**src/scpi_pkg.sv**
```systemverilog
// Shared constants, command tree table and carrier types of the parser.
// Assumes one clock domain; every user includes nothing and writes
// scpi_pkg::name in full.
package scpi_pkg;
    // ------------------------------------------------------------
    // Characters and sizes
    // ------------------------------------------------------------
    localparam logic [7:0] CH_LF = 8'h0a;
    localparam logic [7:0] CH_SP = 8'h20;
    localparam logic [7:0] CH_STAR = 8'h2a;
    localparam logic [7:0] CH_COLON = 8'h3a;
    localparam logic [7:0] CH_SEMI = 8'h3b;
    localparam logic [7:0] CH_QUERY = 8'h3f;
    localparam logic [7:0] CASE_OFS = 8'h20;
    localparam int HDR_CH = 12;
    localparam int PAR_CH = 8;
    localparam int CODE_CH = 3;
    localparam int FIFO_DEPTH = 4;
    localparam int N_NODES = 11;
    localparam logic [3:0] ROOT = 4'h0;
    localparam logic [3:0] SRC_NODE = 4'h1;

    // ------------------------------------------------------------
    // Command tree: parent, implied default child, long and short
    // ------------------------------------------------------------
    localparam logic [3:0] TREE_PAR [1:N_NODES] = '{4'h0, 4'h1, 4'h2,
        4'h2, 4'h1, 4'h1, 4'h0, 4'h7, 4'h0, 4'h9, 4'ha};
    localparam logic [3:0] TREE_DEF [1:N_NODES] = '{4'h0, 4'h3, 4'h0,
        4'h0, 4'h0, 4'h0, 4'h8, 4'h0, 4'h0, 4'h0, 4'h0};
    localparam logic [95:0] TREE_LONG [1:N_NODES] = '{96'("SOURCE"),
        96'("VOLTAGE"), 96'("LEVEL"), 96'("RANGE"), 96'("FREQUENCY"),
        96'("CURRENT"), 96'("OUTPUT"), 96'("STATE"), 96'("STATUS"),
        96'("OPERATION"), 96'("CONDITION")};
    localparam logic [95:0] TREE_SHORT [1:N_NODES] = '{96'("SOUR"),
        96'("VOLT"), 96'("LEV"), 96'("RANG"), 96'("FREQ"), 96'("CURR"),
        96'("OUTP"), 96'("STAT"), 96'("STAT"), 96'("OPER"), 96'("COND")};

    // ------------------------------------------------------------
    // Carriers
    // ------------------------------------------------------------
    typedef struct packed {
        logic eoi;
        logic [7:0] data;
    } scpi_rx_s;

    typedef struct packed {
        logic [3:0] node;
        logic query;
        logic common;
        logic [23:0] code;
        logic [63:0] param;
        logic [3:0] plen;
    } scpi_cmd_s;

    typedef enum logic [2:0] {
        ST_IDLE = 3'b000,
        ST_HDR = 3'b001,
        ST_PARAM = 3'b011,
        ST_COMMON = 3'b010,
        ST_SKIP = 3'b110
    } scpi_state_e;
endpackage : scpi_pkg

```
**src/scpi_parser.sv**
```systemverilog
// Program message parser with its input FIFO.
// Assumes bytes, device clear, command and response handshakes all come
// from logic on sys_clk; the transport layers sit outside.
// How it works
// - Root path on reset, clear, terminator, root colon.
// - Each colon-joined header steps one level down.
// - After a leaf, keep its parent as context.
// - Omitted optional header is implied; context stays above.
// - Source subsystems accepted directly at root level.
// - Common command: asterisk, three letters, query/parameter.
// - Common commands leave the tree position alone.
// - No search of other tree levels.
// - Responses sent only for received queries.
// - New message over unread results: error, discard.
// - Long or short header spelling both match.
// - Header matching ignores letter case.
// - Unit is header, optional space and parameter.
// - Semicolon separates units; next uses retained level.
// - Trailing question mark makes the unit a query.
// - Input buffered through a 4-byte FIFO; rx_ready drops when it is full.
// - Line feed or end flag terminates message.
// - Leading colon of a unit means root.
`timescale 1ns/1ns

// ----------------------------------------------------------------
// Byte FIFO
// ----------------------------------------------------------------
module scpi_fifo #(
    parameter int WIDTH = 9,
    parameter int DEPTH = 4
) (
    // Clock and reset.
    input wire logic sys_clk,
    input wire logic rst,
    // Fill side.
    input wire logic in_valid,
    input wire logic [WIDTH-1:0] in_data,
    output logic in_ready,
    // Drain side.
    output logic out_valid,
    output logic [WIDTH-1:0] out_data,
    input wire logic out_ready
);
    localparam int AW = $clog2(DEPTH);
    logic [WIDTH-1:0] mem [DEPTH];
    logic [AW-1:0] wp, rp, next_wp, next_rp;
    logic [AW:0] cnt, next_cnt;
    logic next_in_ready;
    logic do_wr, do_rd;

    // Pointer and count update; ready is registered from the new count.
    always_comb begin
        do_wr = in_valid && in_ready;
        do_rd = out_valid && out_ready;
        next_wp = do_wr ? AW'((wp + 1'b1) % DEPTH) : wp;
        next_rp = do_rd ? AW'((rp + 1'b1) % DEPTH) : rp;
        next_cnt = cnt + (AW+1)'(do_wr) - (AW+1)'(do_rd);
        next_in_ready = (next_cnt != (AW+1)'(DEPTH));
    end

    always_ff @(posedge sys_clk or posedge rst) begin
        if (rst) begin
            wp <= '0;
            rp <= '0;
            cnt <= '0;
            in_ready <= 1'b1;
        end else begin
            wp <= next_wp;
            rp <= next_rp;
            cnt <= next_cnt;
            in_ready <= next_in_ready;
        end
    end

    // Storage has no reset; only written words are ever read.
    always_ff @(posedge sys_clk) begin
        if (do_wr) begin
            mem[wp] <= in_data;
        end
    end

    assign out_valid = (cnt != '0);
    assign out_data = mem[rp];
endmodule : scpi_fifo

// ----------------------------------------------------------------
// Parser top
// ----------------------------------------------------------------
module scpi_parser (
    // Clock and reset.
    input wire logic sys_clk,
    input wire logic rst,
    // Incoming program bytes.
    input wire logic rx_valid,
    input wire scpi_pkg::scpi_rx_s rx,
    output logic rx_ready,
    // Device clear.
    input wire logic dev_clr,
    // Parsed commands.
    output logic cmd_valid,
    output scpi_pkg::scpi_cmd_s cmd,
    input wire logic cmd_ready,
    output logic cmd_err,
    // Response bytes from the application.
    input wire logic resp_valid,
    input wire logic [7:0] resp_data,
    input wire logic resp_last,
    output logic resp_ready,
    // Response bytes to the controller.
    output logic tx_valid,
    output logic [7:0] tx_data,
    input wire logic tx_ready,
    output logic query_err
);
    scpi_pkg::scpi_rx_s fo;
    logic fo_valid, take;
    scpi_pkg::scpi_state_e state, next_state;
    logic [3:0] ctx, path, node, hit_id, fin_node;
    logic [3:0] next_ctx, next_path, next_node, hlen, next_hlen;
    logic [3:0] plen, next_plen, fin_plen;
    logic [1:0] ccnt, next_ccnt;
    logic [95:0] hdr, next_hdr, hdr_in;
    logic [63:0] par, next_par, fin_par;
    logic [23:0] code, next_code, fin_code;
    logic query, next_query, ucom, next_ucom, msg_start, next_msg_start;
    logic fin_query;
    logic pend, next_pend, next_cmd_valid, next_cmd_err, next_query_err;
    logic next_tx_valid, next_resp_ready, take_resp;
    logic [7:0] next_tx_data, u;
    scpi_pkg::scpi_cmd_s next_cmd;
    logic hit, fin, err, is_lf, term, sep, is_let, is_alnum;

    // Input buffer takes up to FIFO_DEPTH bytes while the parser is stalled, then holds off the link.
    scpi_fifo #(.WIDTH(9), .DEPTH(scpi_pkg::FIFO_DEPTH)) u_fifo (
        .sys_clk(sys_clk),
        .rst(rst),
        .in_valid(rx_valid),
        .in_data(rx),
        .in_ready(rx_ready),
        .out_valid(fo_valid),
        .out_data(fo),
        .out_ready(take)
    );

    // The parser holds off while a finished command waits for its sink.
    assign take = fo_valid && !(cmd_valid && !cmd_ready);

    // Byte classes; letters folded to upper case before any compare.
    always_comb begin
        is_let = (fo.data >= 8'h61 && fo.data <= 8'h7a);
        u = is_let ? fo.data - scpi_pkg::CASE_OFS : fo.data;
        is_let = is_let || (fo.data >= 8'h41 && fo.data <= 8'h5a);
        is_alnum = is_let || (fo.data >= 8'h30 && fo.data <= 8'h39);
        is_lf = (fo.data == scpi_pkg::CH_LF);
        term = is_lf || fo.eoi;
        sep = (fo.data == scpi_pkg::CH_SEMI);
        hdr_in = is_alnum ? {hdr[87:0], u} : hdr;
    end

    // Header lookup among children of the current path, plus source children at root.
    always_comb begin
        hit = 1'b0;
        hit_id = scpi_pkg::ROOT;
        for (int i = 1; i <= scpi_pkg::N_NODES; i++) begin
            if ((scpi_pkg::TREE_PAR[i] == path ||
                 (path == scpi_pkg::ROOT &&
                  scpi_pkg::TREE_PAR[i] == scpi_pkg::SRC_NODE)) &&
                (hdr_in == scpi_pkg::TREE_LONG[i] ||
                 hdr_in == scpi_pkg::TREE_SHORT[i])) begin
                hit = 1'b1;
                hit_id = 4'(i);
            end
        end
    end

    // Parser next state. Quoted strings holding a semicolon are not
    // protected; the parameter field is short by design.
    always_comb begin
        next_state = state;
        next_ctx = ctx;
        next_path = path;
        next_node = node;
        next_hdr = hdr;
        next_hlen = hlen;
        next_par = par;
        next_plen = plen;
        next_code = code;
        next_ccnt = ccnt;
        next_query = query;
        next_ucom = ucom;
        next_msg_start = msg_start;
        fin = 1'b0;
        fin_node = node;
        // The byte that ends a unit may itself be content when it carries
        // the end flag, so the finished fields can differ from the stored.
        fin_par = par;
        fin_plen = plen;
        fin_code = code;
        fin_query = query;
        err = 1'b0;
        if (take) begin
            case (state)
                scpi_pkg::ST_IDLE: begin
                    if (term || sep || fo.data == scpi_pkg::CH_SP) begin
                        next_state = scpi_pkg::ST_IDLE;
                    end else if (fo.data == scpi_pkg::CH_STAR) begin
                        next_state = scpi_pkg::ST_COMMON;
                        next_ucom = 1'b1;
                    end else if (fo.data == scpi_pkg::CH_COLON) begin
                        next_ctx = scpi_pkg::ROOT;
                    end else if (is_let) begin
                        next_state = scpi_pkg::ST_HDR;
                        next_path = ctx;
                        next_hdr = hdr_in;
                        next_hlen = 4'h1;
                    end else begin
                        err = 1'b1;
                    end
                end
                scpi_pkg::ST_HDR: begin
                    if (is_alnum && !fo.eoi) begin
                        next_hdr = hdr_in;
                        next_hlen = hlen + 4'h1;
                        err = (hlen == 4'(scpi_pkg::HDR_CH));
                    end else if (!hit) begin
                        err = 1'b1;
                    end else if (sep || term) begin
                        fin = 1'b1;
                        fin_node = hit_id;
                        fin_query = (fo.data == scpi_pkg::CH_QUERY);
                    end else if (fo.data == scpi_pkg::CH_COLON) begin
                        next_path = hit_id;
                        next_hdr = '0;
                        next_hlen = 4'h0;
                    end else if (fo.data == scpi_pkg::CH_QUERY) begin
                        next_node = hit_id;
                        next_query = 1'b1;
                        next_state = scpi_pkg::ST_PARAM;
                    end else if (fo.data == scpi_pkg::CH_SP) begin
                        next_node = hit_id;
                        next_state = scpi_pkg::ST_PARAM;
                    end else begin
                        err = 1'b1;
                    end
                end
                scpi_pkg::ST_PARAM: begin
                    if (!is_lf && !sep &&
                        !(fo.data == scpi_pkg::CH_SP && plen == 4'h0)) begin
                        next_par = {par[55:0], fo.data};
                        next_plen = plen + 4'h1;
                        err = (plen == 4'(scpi_pkg::PAR_CH));
                        fin_par = next_par;
                        fin_plen = next_plen;
                    end
                    fin = (sep || term) && !err;
                end
                scpi_pkg::ST_COMMON: begin
                    if (is_let && ccnt != 2'(scpi_pkg::CODE_CH)) begin
                        next_code = {code[15:0], u};
                        next_ccnt = ccnt + 2'h1;
                        fin_code = next_code;
                        // An end flag on the third letter closes the unit.
                        fin = fo.eoi && ccnt == 2'(scpi_pkg::CODE_CH - 1);
                        err = fo.eoi && !fin;
                    end else if (sep || term) begin
                        fin = (ccnt == 2'(scpi_pkg::CODE_CH)) && !is_let;
                        fin_query = query || fo.data == scpi_pkg::CH_QUERY;
                        err = !fin;
                    end else if (ccnt != 2'(scpi_pkg::CODE_CH)) begin
                        err = 1'b1;
                    end else if (fo.data == scpi_pkg::CH_QUERY) begin
                        next_query = 1'b1;
                    end else if (fo.data == scpi_pkg::CH_SP) begin
                        next_state = scpi_pkg::ST_PARAM;
                    end else begin
                        err = 1'b1;
                    end
                end
                scpi_pkg::ST_SKIP: begin
                    next_state = scpi_pkg::ST_SKIP;
                end
                default: begin
                    next_state = scpi_pkg::ST_IDLE;
                end
            endcase
            if (err) begin
                next_state = scpi_pkg::ST_SKIP;
            end
            if (fin && !ucom) begin
                next_ctx = scpi_pkg::TREE_PAR[fin_node];
            end
            if (sep || term) begin
                next_state = scpi_pkg::ST_IDLE;
                next_hdr = '0;
                next_hlen = 4'h0;
                next_par = '0;
                next_plen = 4'h0;
                next_code = '0;
                next_ccnt = 2'h0;
                next_query = 1'b0;
                next_ucom = 1'b0;
            end
            if (term) begin
                next_ctx = scpi_pkg::ROOT;
            end
            next_msg_start = term;
        end
        if (dev_clr) begin
            next_state = scpi_pkg::ST_IDLE;
            next_ctx = scpi_pkg::ROOT;
            next_msg_start = 1'b1;
        end
    end

    // Command output, query bookkeeping and response gate.
    always_comb begin
        next_cmd = cmd;
        next_cmd_valid = cmd_valid && !cmd_ready;
        next_cmd_err = err;
        next_query_err = 1'b0;
        next_pend = pend;
        next_tx_valid = tx_valid && !tx_ready;
        next_tx_data = tx_data;
        take_resp = resp_valid && resp_ready;
        if (take_resp && pend) begin
            next_tx_valid = 1'b1;
            next_tx_data = resp_data;
            next_pend = !resp_last;
        end
        if ((take && msg_start && !is_lf && (pend || tx_valid)) ||
            dev_clr) begin
            next_query_err = !dev_clr;
            next_pend = 1'b0;
            next_tx_valid = 1'b0;
        end
        if (fin) begin
            next_cmd_valid = 1'b1;
            // A common command names no tree node; root keeps the table
            // lookup inside its index range.
            next_cmd.node = ucom ? scpi_pkg::ROOT :
                (scpi_pkg::TREE_DEF[fin_node] != 4'h0) ?
                scpi_pkg::TREE_DEF[fin_node] : fin_node;
            next_cmd.query = fin_query;
            next_cmd.common = ucom;
            next_cmd.code = fin_code;
            next_cmd.param = fin_par;
            next_cmd.plen = fin_plen;
            if (fin_query) begin
                next_pend = 1'b1;
            end
        end
        // Unsolicited data is sunk, never sent, so the source cannot hang.
        next_resp_ready = !next_pend || (!next_tx_valid && !take_resp);
    end

    always_ff @(posedge sys_clk or posedge rst) begin
        if (rst) begin
            state <= scpi_pkg::ST_IDLE;
            ctx <= scpi_pkg::ROOT;
            path <= scpi_pkg::ROOT;
            node <= scpi_pkg::ROOT;
            hdr <= '0;
            hlen <= '0;
            par <= '0;
            plen <= '0;
            code <= '0;
            ccnt <= '0;
            query <= 1'b0;
            ucom <= 1'b0;
            msg_start <= 1'b1;
            pend <= 1'b0;
            cmd <= '0;
            cmd_valid <= 1'b0;
            cmd_err <= 1'b0;
            query_err <= 1'b0;
            tx_valid <= 1'b0;
            tx_data <= '0;
            resp_ready <= 1'b1;
        end else begin
            state <= next_state;
            ctx <= next_ctx;
            path <= next_path;
            node <= next_node;
            hdr <= next_hdr;
            hlen <= next_hlen;
            par <= next_par;
            plen <= next_plen;
            code <= next_code;
            ccnt <= next_ccnt;
            query <= next_query;
            ucom <= next_ucom;
            msg_start <= next_msg_start;
            pend <= next_pend;
            cmd <= next_cmd;
            cmd_valid <= next_cmd_valid;
            cmd_err <= next_cmd_err;
            query_err <= next_query_err;
            tx_valid <= next_tx_valid;
            tx_data <= next_tx_data;
            resp_ready <= next_resp_ready;
        end
    end
endmodule : scpi_parser

```
**config.mk**
```make
export PLATFORM = sky130hd
export DESIGN_NAME = scpi_parser
export DESIGN_NICKNAME = d
export VERILOG_FILES = /design/src/scpi_pkg.sv /design/src/scpi_parser.sv
export SDC_FILE = /design/constraint.sdc
export NUM_CORES = 1
export LEC_CHECK = 0
export BUFFER_PORTS_ARGS = -buffer_cell sky130_fd_sc_hd__buf_2
export CORE_MARGIN = 2
export CORE_UTILIZATION = 35
export DETAILED_ROUTE_END_ITERATION = 6
export PLACE_DENSITY = 0.57
export SYNTH_ARGS = -nofsm -noshare
export SYNTH_HDL_FRONTEND = slang
export SYNTH_SLANG_ARGS = --single-unit
```
**constraint.sdc**
```tcl
create_clock -name sys_clk -period 28.1 [get_ports sys_clk]
set_input_delay 5.62 -clock sys_clk [delete_from_list [all_inputs] [get_ports sys_clk]]
set_output_delay 5.62 -clock sys_clk [all_outputs]
set_load 0.03 [all_outputs]
```
# ---- Yosys cells after proc, flatten, opt, wreduce, memory -nomap -nowiden
# Memories as Yosys holds them, arrays and structs flattened.
# Cells that the tools add are included.
dict set report totals {
  register_bits 332
  mem_bits_rw 36
  rom_bits 128
  inputBits 25
  output_inout_bits 112
  elab_cells 386
  n_memories 3
}
# memory depth width read_ports rd_ports_with_merged_regs wr line_no
set memory_table {}
lappend memory_table {{(no name shown)} 16 4 1 0 0 scpi_parser.sv:342} ;# scpi_pkg::TREE_DEF[fin_node] : fin_node;
lappend memory_table {{(no name shown)} 16 4 1 0 0 scpi_parser.sv:290} ;# next_ctx = scpi_pkg::TREE_PAR[fin_node];
lappend memory_table {u_fifo.mem 4 9 1 0 1 scpi_parser.sv:45} ;# logic [WIDTH-1:0] mem [DEPTH];
dict set report classes {
  addsub 8
  order_cmp 8
  eq_ne 73
  muxes 162
  bitwise 5
  n_reduce_logical 97
}
# op n
set op_table {}
lappend op_table {{equality test 96 x 31 -> 1 bit, second input constant} 9}
lappend op_table {{two-way mux 96 bit} 9}
lappend op_table {{equality test 96 x 39 -> 1 bit, second input constant} 3}
lappend op_table {{equality test 96 x 47 -> 1 bit, second input constant} 3}
lappend op_table {{equality test 96 x 71 -> 1 bit, second input constant} 3}
lappend op_table {{two-way mux 64 bit} 4}
lappend op_table {{two-way mux 4 bit} 51}
lappend op_table {{equality test 96 x 55 -> 1 bit, second input constant} 2}
lappend op_table {{one-hot mux 96 bit (2 select lines)} 1}
lappend op_table {{equality test 96 x 23 -> 1 bit, second input constant} 1}
lappend op_table {{two-way mux 24 bit} 4}
lappend op_table {{two-way mux 1 bit} 66}
lappend op_table {{two-way mux 3 bit} 16}
lappend op_table {{equality test 8 x 6 -> 1 bit, second input constant} 5}
lappend op_table {{logical AND 1 bit} 35}
lappend op_table {{!= test 3 bit, second input constant} 10}
lappend op_table {{!= test 5 bit, second input constant} 6}
lappend op_table {{logical OR 1 bit} 21}
lappend op_table {{!= test 2 bit, second input constant} 10}
lappend op_table {{AND reduction 10 bit} 2}
lappend op_table {{logical NOT 1 bit} 17}
lappend op_table {{greater-or-equal comparator 8 x 7 -> 1 bit, second input constant} 2}
lappend op_table {{<= comparator 8 x 7 -> 1 bit, second input constant} 2}
lappend op_table {{one-hot mux 4 bit (2 select lines)} 2}
lappend op_table {{39 further kinds} 69}

# ---- Depth between registers and ports, before layout
# An unclocked memory read counts as a cell.
dict set report logic_depth {
  word_depth 33
  ltp_mapped 25
  ltp_nobuf 19
}

# ---- By module
# A second synthesis with hierarchy kept.
dict set report hier_totals {
  hier_cells 2306
  area_unflattened_um2 20578.5
}
# module n_inst cells_per_inst area_per_inst_um2 seq_area_each_um2
set modules_own_cells {}
lappend modules_own_cells {scpi_parser 1 2223 18835.6 8110.3}
lappend modules_own_cells {scpi_fifo 1 83 1742.9 1282.5}

# ---- Least setup slack after synthesis
# Ideal clock, no wire load.
dict set report synth_path {
  path_type {input port to flip-flop}
  start {in cmd_ready}
  end {reg u_fifo.in_ready}
  setup_ns 0.086
  arrival_time_ns 7.728
  required_ns 28.014
  setup_slack_ns 20.285
  stages 13
  path_cell_list {nand2b_1 > o31ai_1 > inv_1 > clkbuf_1 > clkbuf_1 > ha_1 > inv_1 > ha_1 > inv_1 > fa_1 > xnor2_1 > xnor2_1 > nand3b_1}
}
dict set report synth_via {
  elab_chain_len 7
}
# item line_no
set synth_lines {}
lappend synth_lines {{from (decl)} scpi_parser.sv:102} ;# input wire logic cmd_ready,
lappend synth_lines {{logical NOT 1 bit} scpi_parser.sv:146} ;# assign take = fo_valid && !(cmd_valid && !cmd_ready);
lappend synth_lines {{logical AND 1 bit} scpi_parser.sv:146}
lappend synth_lines {{logical NOT 1 bit} scpi_parser.sv:146}
lappend synth_lines {{logical AND 1 bit} scpi_parser.sv:146}
lappend synth_lines {{named net take} scpi_parser.sv:116} ;# logic fo_valid, take;
lappend synth_lines {{logical AND 1 bit} scpi_parser.sv:54} ;# do_rd = out_valid && out_ready;
lappend synth_lines {{subtractor 3 x 1 -> 3 bit} scpi_parser.sv:57} ;# next_cnt = cnt + (AW+1)'(do_wr) - (AW+1)'(do_rd);
lappend synth_lines {{named net u_fifo.next_cnt[2]} scpi_parser.sv:47} ;# logic [AW:0] cnt, next_cnt;
lappend synth_lines {{!= test 3 bit} scpi_parser.sv:58} ;# next_in_ready = (next_cnt != (AW+1)'(DEPTH));
lappend synth_lines {{named net u_fifo.next_in_ready} scpi_parser.sv:48} ;# logic next_in_ready;
lappend synth_lines {{to (signal assigned)} scpi_parser.sv:71} ;# in_ready <= next_in_ready;
lappend synth_lines {{to (decl)} scpi_parser.sv:38} ;# output logic in_ready,
# The timed path passes the listed nets, and every way through them passes these cells.
# A chain may end at the register's enable or synchronous reset.

# ---- Worst setup path after layout
dict set report layout_path {
  start {in cmd_ready}
  end {reg hdr[92]}
}
dict set report layout_via {
  elab_chain_len 5
}
# item line_no
set layout_lines {}
lappend layout_lines {{logical NOT 1 bit} scpi_parser.sv:146}
lappend layout_lines {{logical AND 1 bit} scpi_parser.sv:146}
lappend layout_lines {{logical NOT 1 bit} scpi_parser.sv:146}
lappend layout_lines {{logical AND 1 bit} scpi_parser.sv:146}
lappend layout_lines {{AND reduction 8 bit (no line)} n/a}
lappend layout_lines {{to (signal assigned)} scpi_parser.sv:384} ;# hdr <= next_hdr;
lappend layout_lines {{to (decl)} scpi_parser.sv:122} ;# logic [95:0] hdr, next_hdr, hdr_in;
# Every way passes these cells.

==> summary.txt <==
Status = finished clean
Clk_lat worst skew = 0.58 ns
Die width = 243 µm
Leakage = 9.67 nW
TritonRoute pass-1 iters = 6
DR vias = 17600
Pin count of the biggest net entering global routing = 139
Final Hold Vio Count = 0
DP Area = 0.0212 mm²
Fin cells = 2995
CP endpoint kind = flip-flop
Vias in the first global route = 16900
Full die area = 0.0589 mm²
Dpl hpwl = 52.1 mm
Most frequent cells in the layout = nand2_1, dfrtp_1, o21ai_0
Post-synthesis sequential area ratio = 0.471
TritonCTS clock tree = yes
Post-Syn Area per Cell = 9.31 µm²
Final setup viols = 0
Total net switching power = 947 µW
Core Footprint = 0.0564 mm²
Post-synthesis cell area = 0.0199 mm²
Worst-path fanout max = 117
Hold_buf cts = 0
Clock sinks = 368
Startpoint Class = input port
Max Buffers Root-to-Sink = 3
GRT overflow = 0
CP arrival = 8.66 ns
Seq pwr share = 0.320
Effective utilization at floorplan = 0.353
Dpl cells = 2923
Mapped Nets = 2185
Post-synthesis cell count = 2141
GPL Wtd Cong = 0.999
Worst Hold Class = flip-flop to flip-flop
Setup_tns = 0 ns
Initial antenna violation count = 1
Total setup buffers inserted after CTS = 0
Antenna-violating nets left = 0
Worst EP required = 28.50 ns
Gate power share = 0.422
Internal = 1.06 mW
Clk root buf = clkbuf_16
FF-to-FF path depth = 16
PortBufs = 136
RSZ-0062 raised after global routing = false
EDFF count, synth = 36
Top_reg_cell synth = dfrtp_1
Max_slew headroom = 0.173
Worst ir drop on vdd = 0.0991 mV
FP Rows = 87
FF+latch area = 0.00939 mm²
Switching Share = 0.471
Minimum clock period = 8.26 ns
PostCTS Resize Cnt = 0
Async SR Flop Fraction = 0.902
Share of cells above drive strength 1 = 0.138
Clock group share of total power = 0.258
# IOs = 137
Max-Cap Viols = 0
Total GRT Usage = 0.244
Vias per cell = 5.89
# DRC = 0
Final max-slew violation count = 0
Hold Crit Depth = 2
Fin crit share = 0.294
Post-synthesis sequential element count = 368
Pwr/cell area = 89.3 mW/mm²
Fmax = 121 MHz
Die height = 243 µm
Multi-input combinational cell area = 0.00979 mm²
Commonest non-fill, non-tap cell in the layout = nand2_1
Slew @ Worst Pin = 1.22 ns
Critical setup path kind = input port to flip-flop
First-pass GRT wire length = 110 mm
Cts bufs inserted = 42
H-tree depth = 2
Synth cell types = 93
WL final = 72.7 mm
Final Cell Area = 0.0225 mm²
WL per Instance = 24.3 µm
Area growth syn-to-layout = 13.0%
Fill cell count = 5684
Nets@finish = 2255
DRT iter0 DRCs = 1971
Clock Pin Slew Worst Setup and Hold Paths = 0.06 ns
Clk_skew = 0.0209 ns
Synthesis Warnings = 0
==> flip-flops by register name, indices dropped and copies added, names as in the netlist, 2 cells and up <==
name,flops
node,4
ccnt,2
u_fifo.rp,2
cmd,98
hlen,4
par,64
u_fifo.wp,2
plen,4
path,4
u_fifo.cnt,3
tx_data,8
code,24
u_fifo.mem,36
ctx,4
state,3
hdr,96
==> cell families (layout without fill, tap and decap cells) <==
family          after synthesis  after routing  share of synthesized area
other cells                   0              2                          0
compound gates              505            505                      0.167
simple gates                951            951                      0.241
buf+inv                     180            276                     0.0428
fa+ha+maj                    19             19                     0.0123
flops                       368            368                      0.471
xor+xnor                      8              8                    0.00352
mux                         110            110                     0.0618
==> Yosys cell counts (7+ instances only) <==
cell type,n,area [µm²]
o211ai_1,7,52.6
nand4_1,51,319
nand3_1,84,420
mux2i_1,86,861
nor4bb_1,8,80.1
buf_6,17,191
a22o_1,92,806
and2_1,16,100
o21ai_0,152,761
nor3b_1,10,75.1
inv_1,30,113
nor2_1,97,364
a31oi_1,10,62.6
nand4b_1,9,78.8
or4_1,23,173
nand3b_1,7,52.6
nand2_1,383,1440
nor3_1,69,345
mux2_2,15,169
or2_2,7,43.8
nand2b_1,20,125
and3_1,20,125
nor4b_1,10,87.6
nor4_1,69,432
buf_2,20,100
edfxtp_1,36,1080
a21oi_1,50,250
nor2b_1,20,125
o21ai_1,80,400
clkbuf_1,103,387
dfrtp_1,329,8230
mux4_2,9,203
or3_1,16,100
ha_1,18,225
o22ai_1,7,43.8
o31ai_1,13,97.6
==> critical path: stages <==
cell	delay (ns)
buf_2	0.09
nand2b_1	0.17
o31ai_2	0.07
buf_4	0.25
inv_1	0.41
o21ai_4	0.16
buf_4	0.59
buf_4	0.87
o21ai_0	0.23
==> metal layers <==
layer  global-route usage  routed length, µm
met3               0.0364               4920
met2                0.370              32000
met1                0.351              32900
met5                    0                  0
met4               0.0965               2860
==> power groups by stage <==
stage | clock network, mW | logic (mW) | registers (mW)
after floorplan | 0 | 0.596 | 0.613
after global placement | 0 | 0.829 | 0.652
after global routing | 0.558 | 0.901 | 0.651
final | 0.519 | 0.849 | 0.644
after detailed placement | 0 | 0.828 | 0.653
after CTS | 0.535 | 0.829 | 0.643
==> final cells by class <==
type	count	area share
multi-input combinational	1593	0.435
clock inverter	13	0.00600
sequential	368	0.417
antenna	2	0.000222
clock buffer	57	0.0510
inverter	30	0.00534
tap	756	0.0420
timing repair buffer	176	0.0436
==> path summary, 6_finish.rpt <==
kind / startpoint / endpoint / slack (ns)
max: cmd_ready / hdr[92] / 19.84
max in group asynchronous: rst / par[7] / 20.54
min reg2reg: cmd[63] / cmd[63] / 0.47
max reg2reg: u_fifo.rp[0] / hdr[92] / 20.33
min: cmd[63] / cmd[63] / 0.47
min in group asynchronous: rst / hdr[79] / 5.23
==> through the flow <==
step	util	total power [mW]	worst slack, ns	hold WS, ns
finish	0.399	2.01	19.84	0.471
global route	0.399	2.11	19.55	0.489
CTS	0.399	2.01	19.92	0.478
detailed placement	0.376	1.48	19.31	0.464
global placement	0.376	1.48	19.40	0.456
floorplan	-	1.21	13.29	0.449
(Power assumes the default switching activity.)
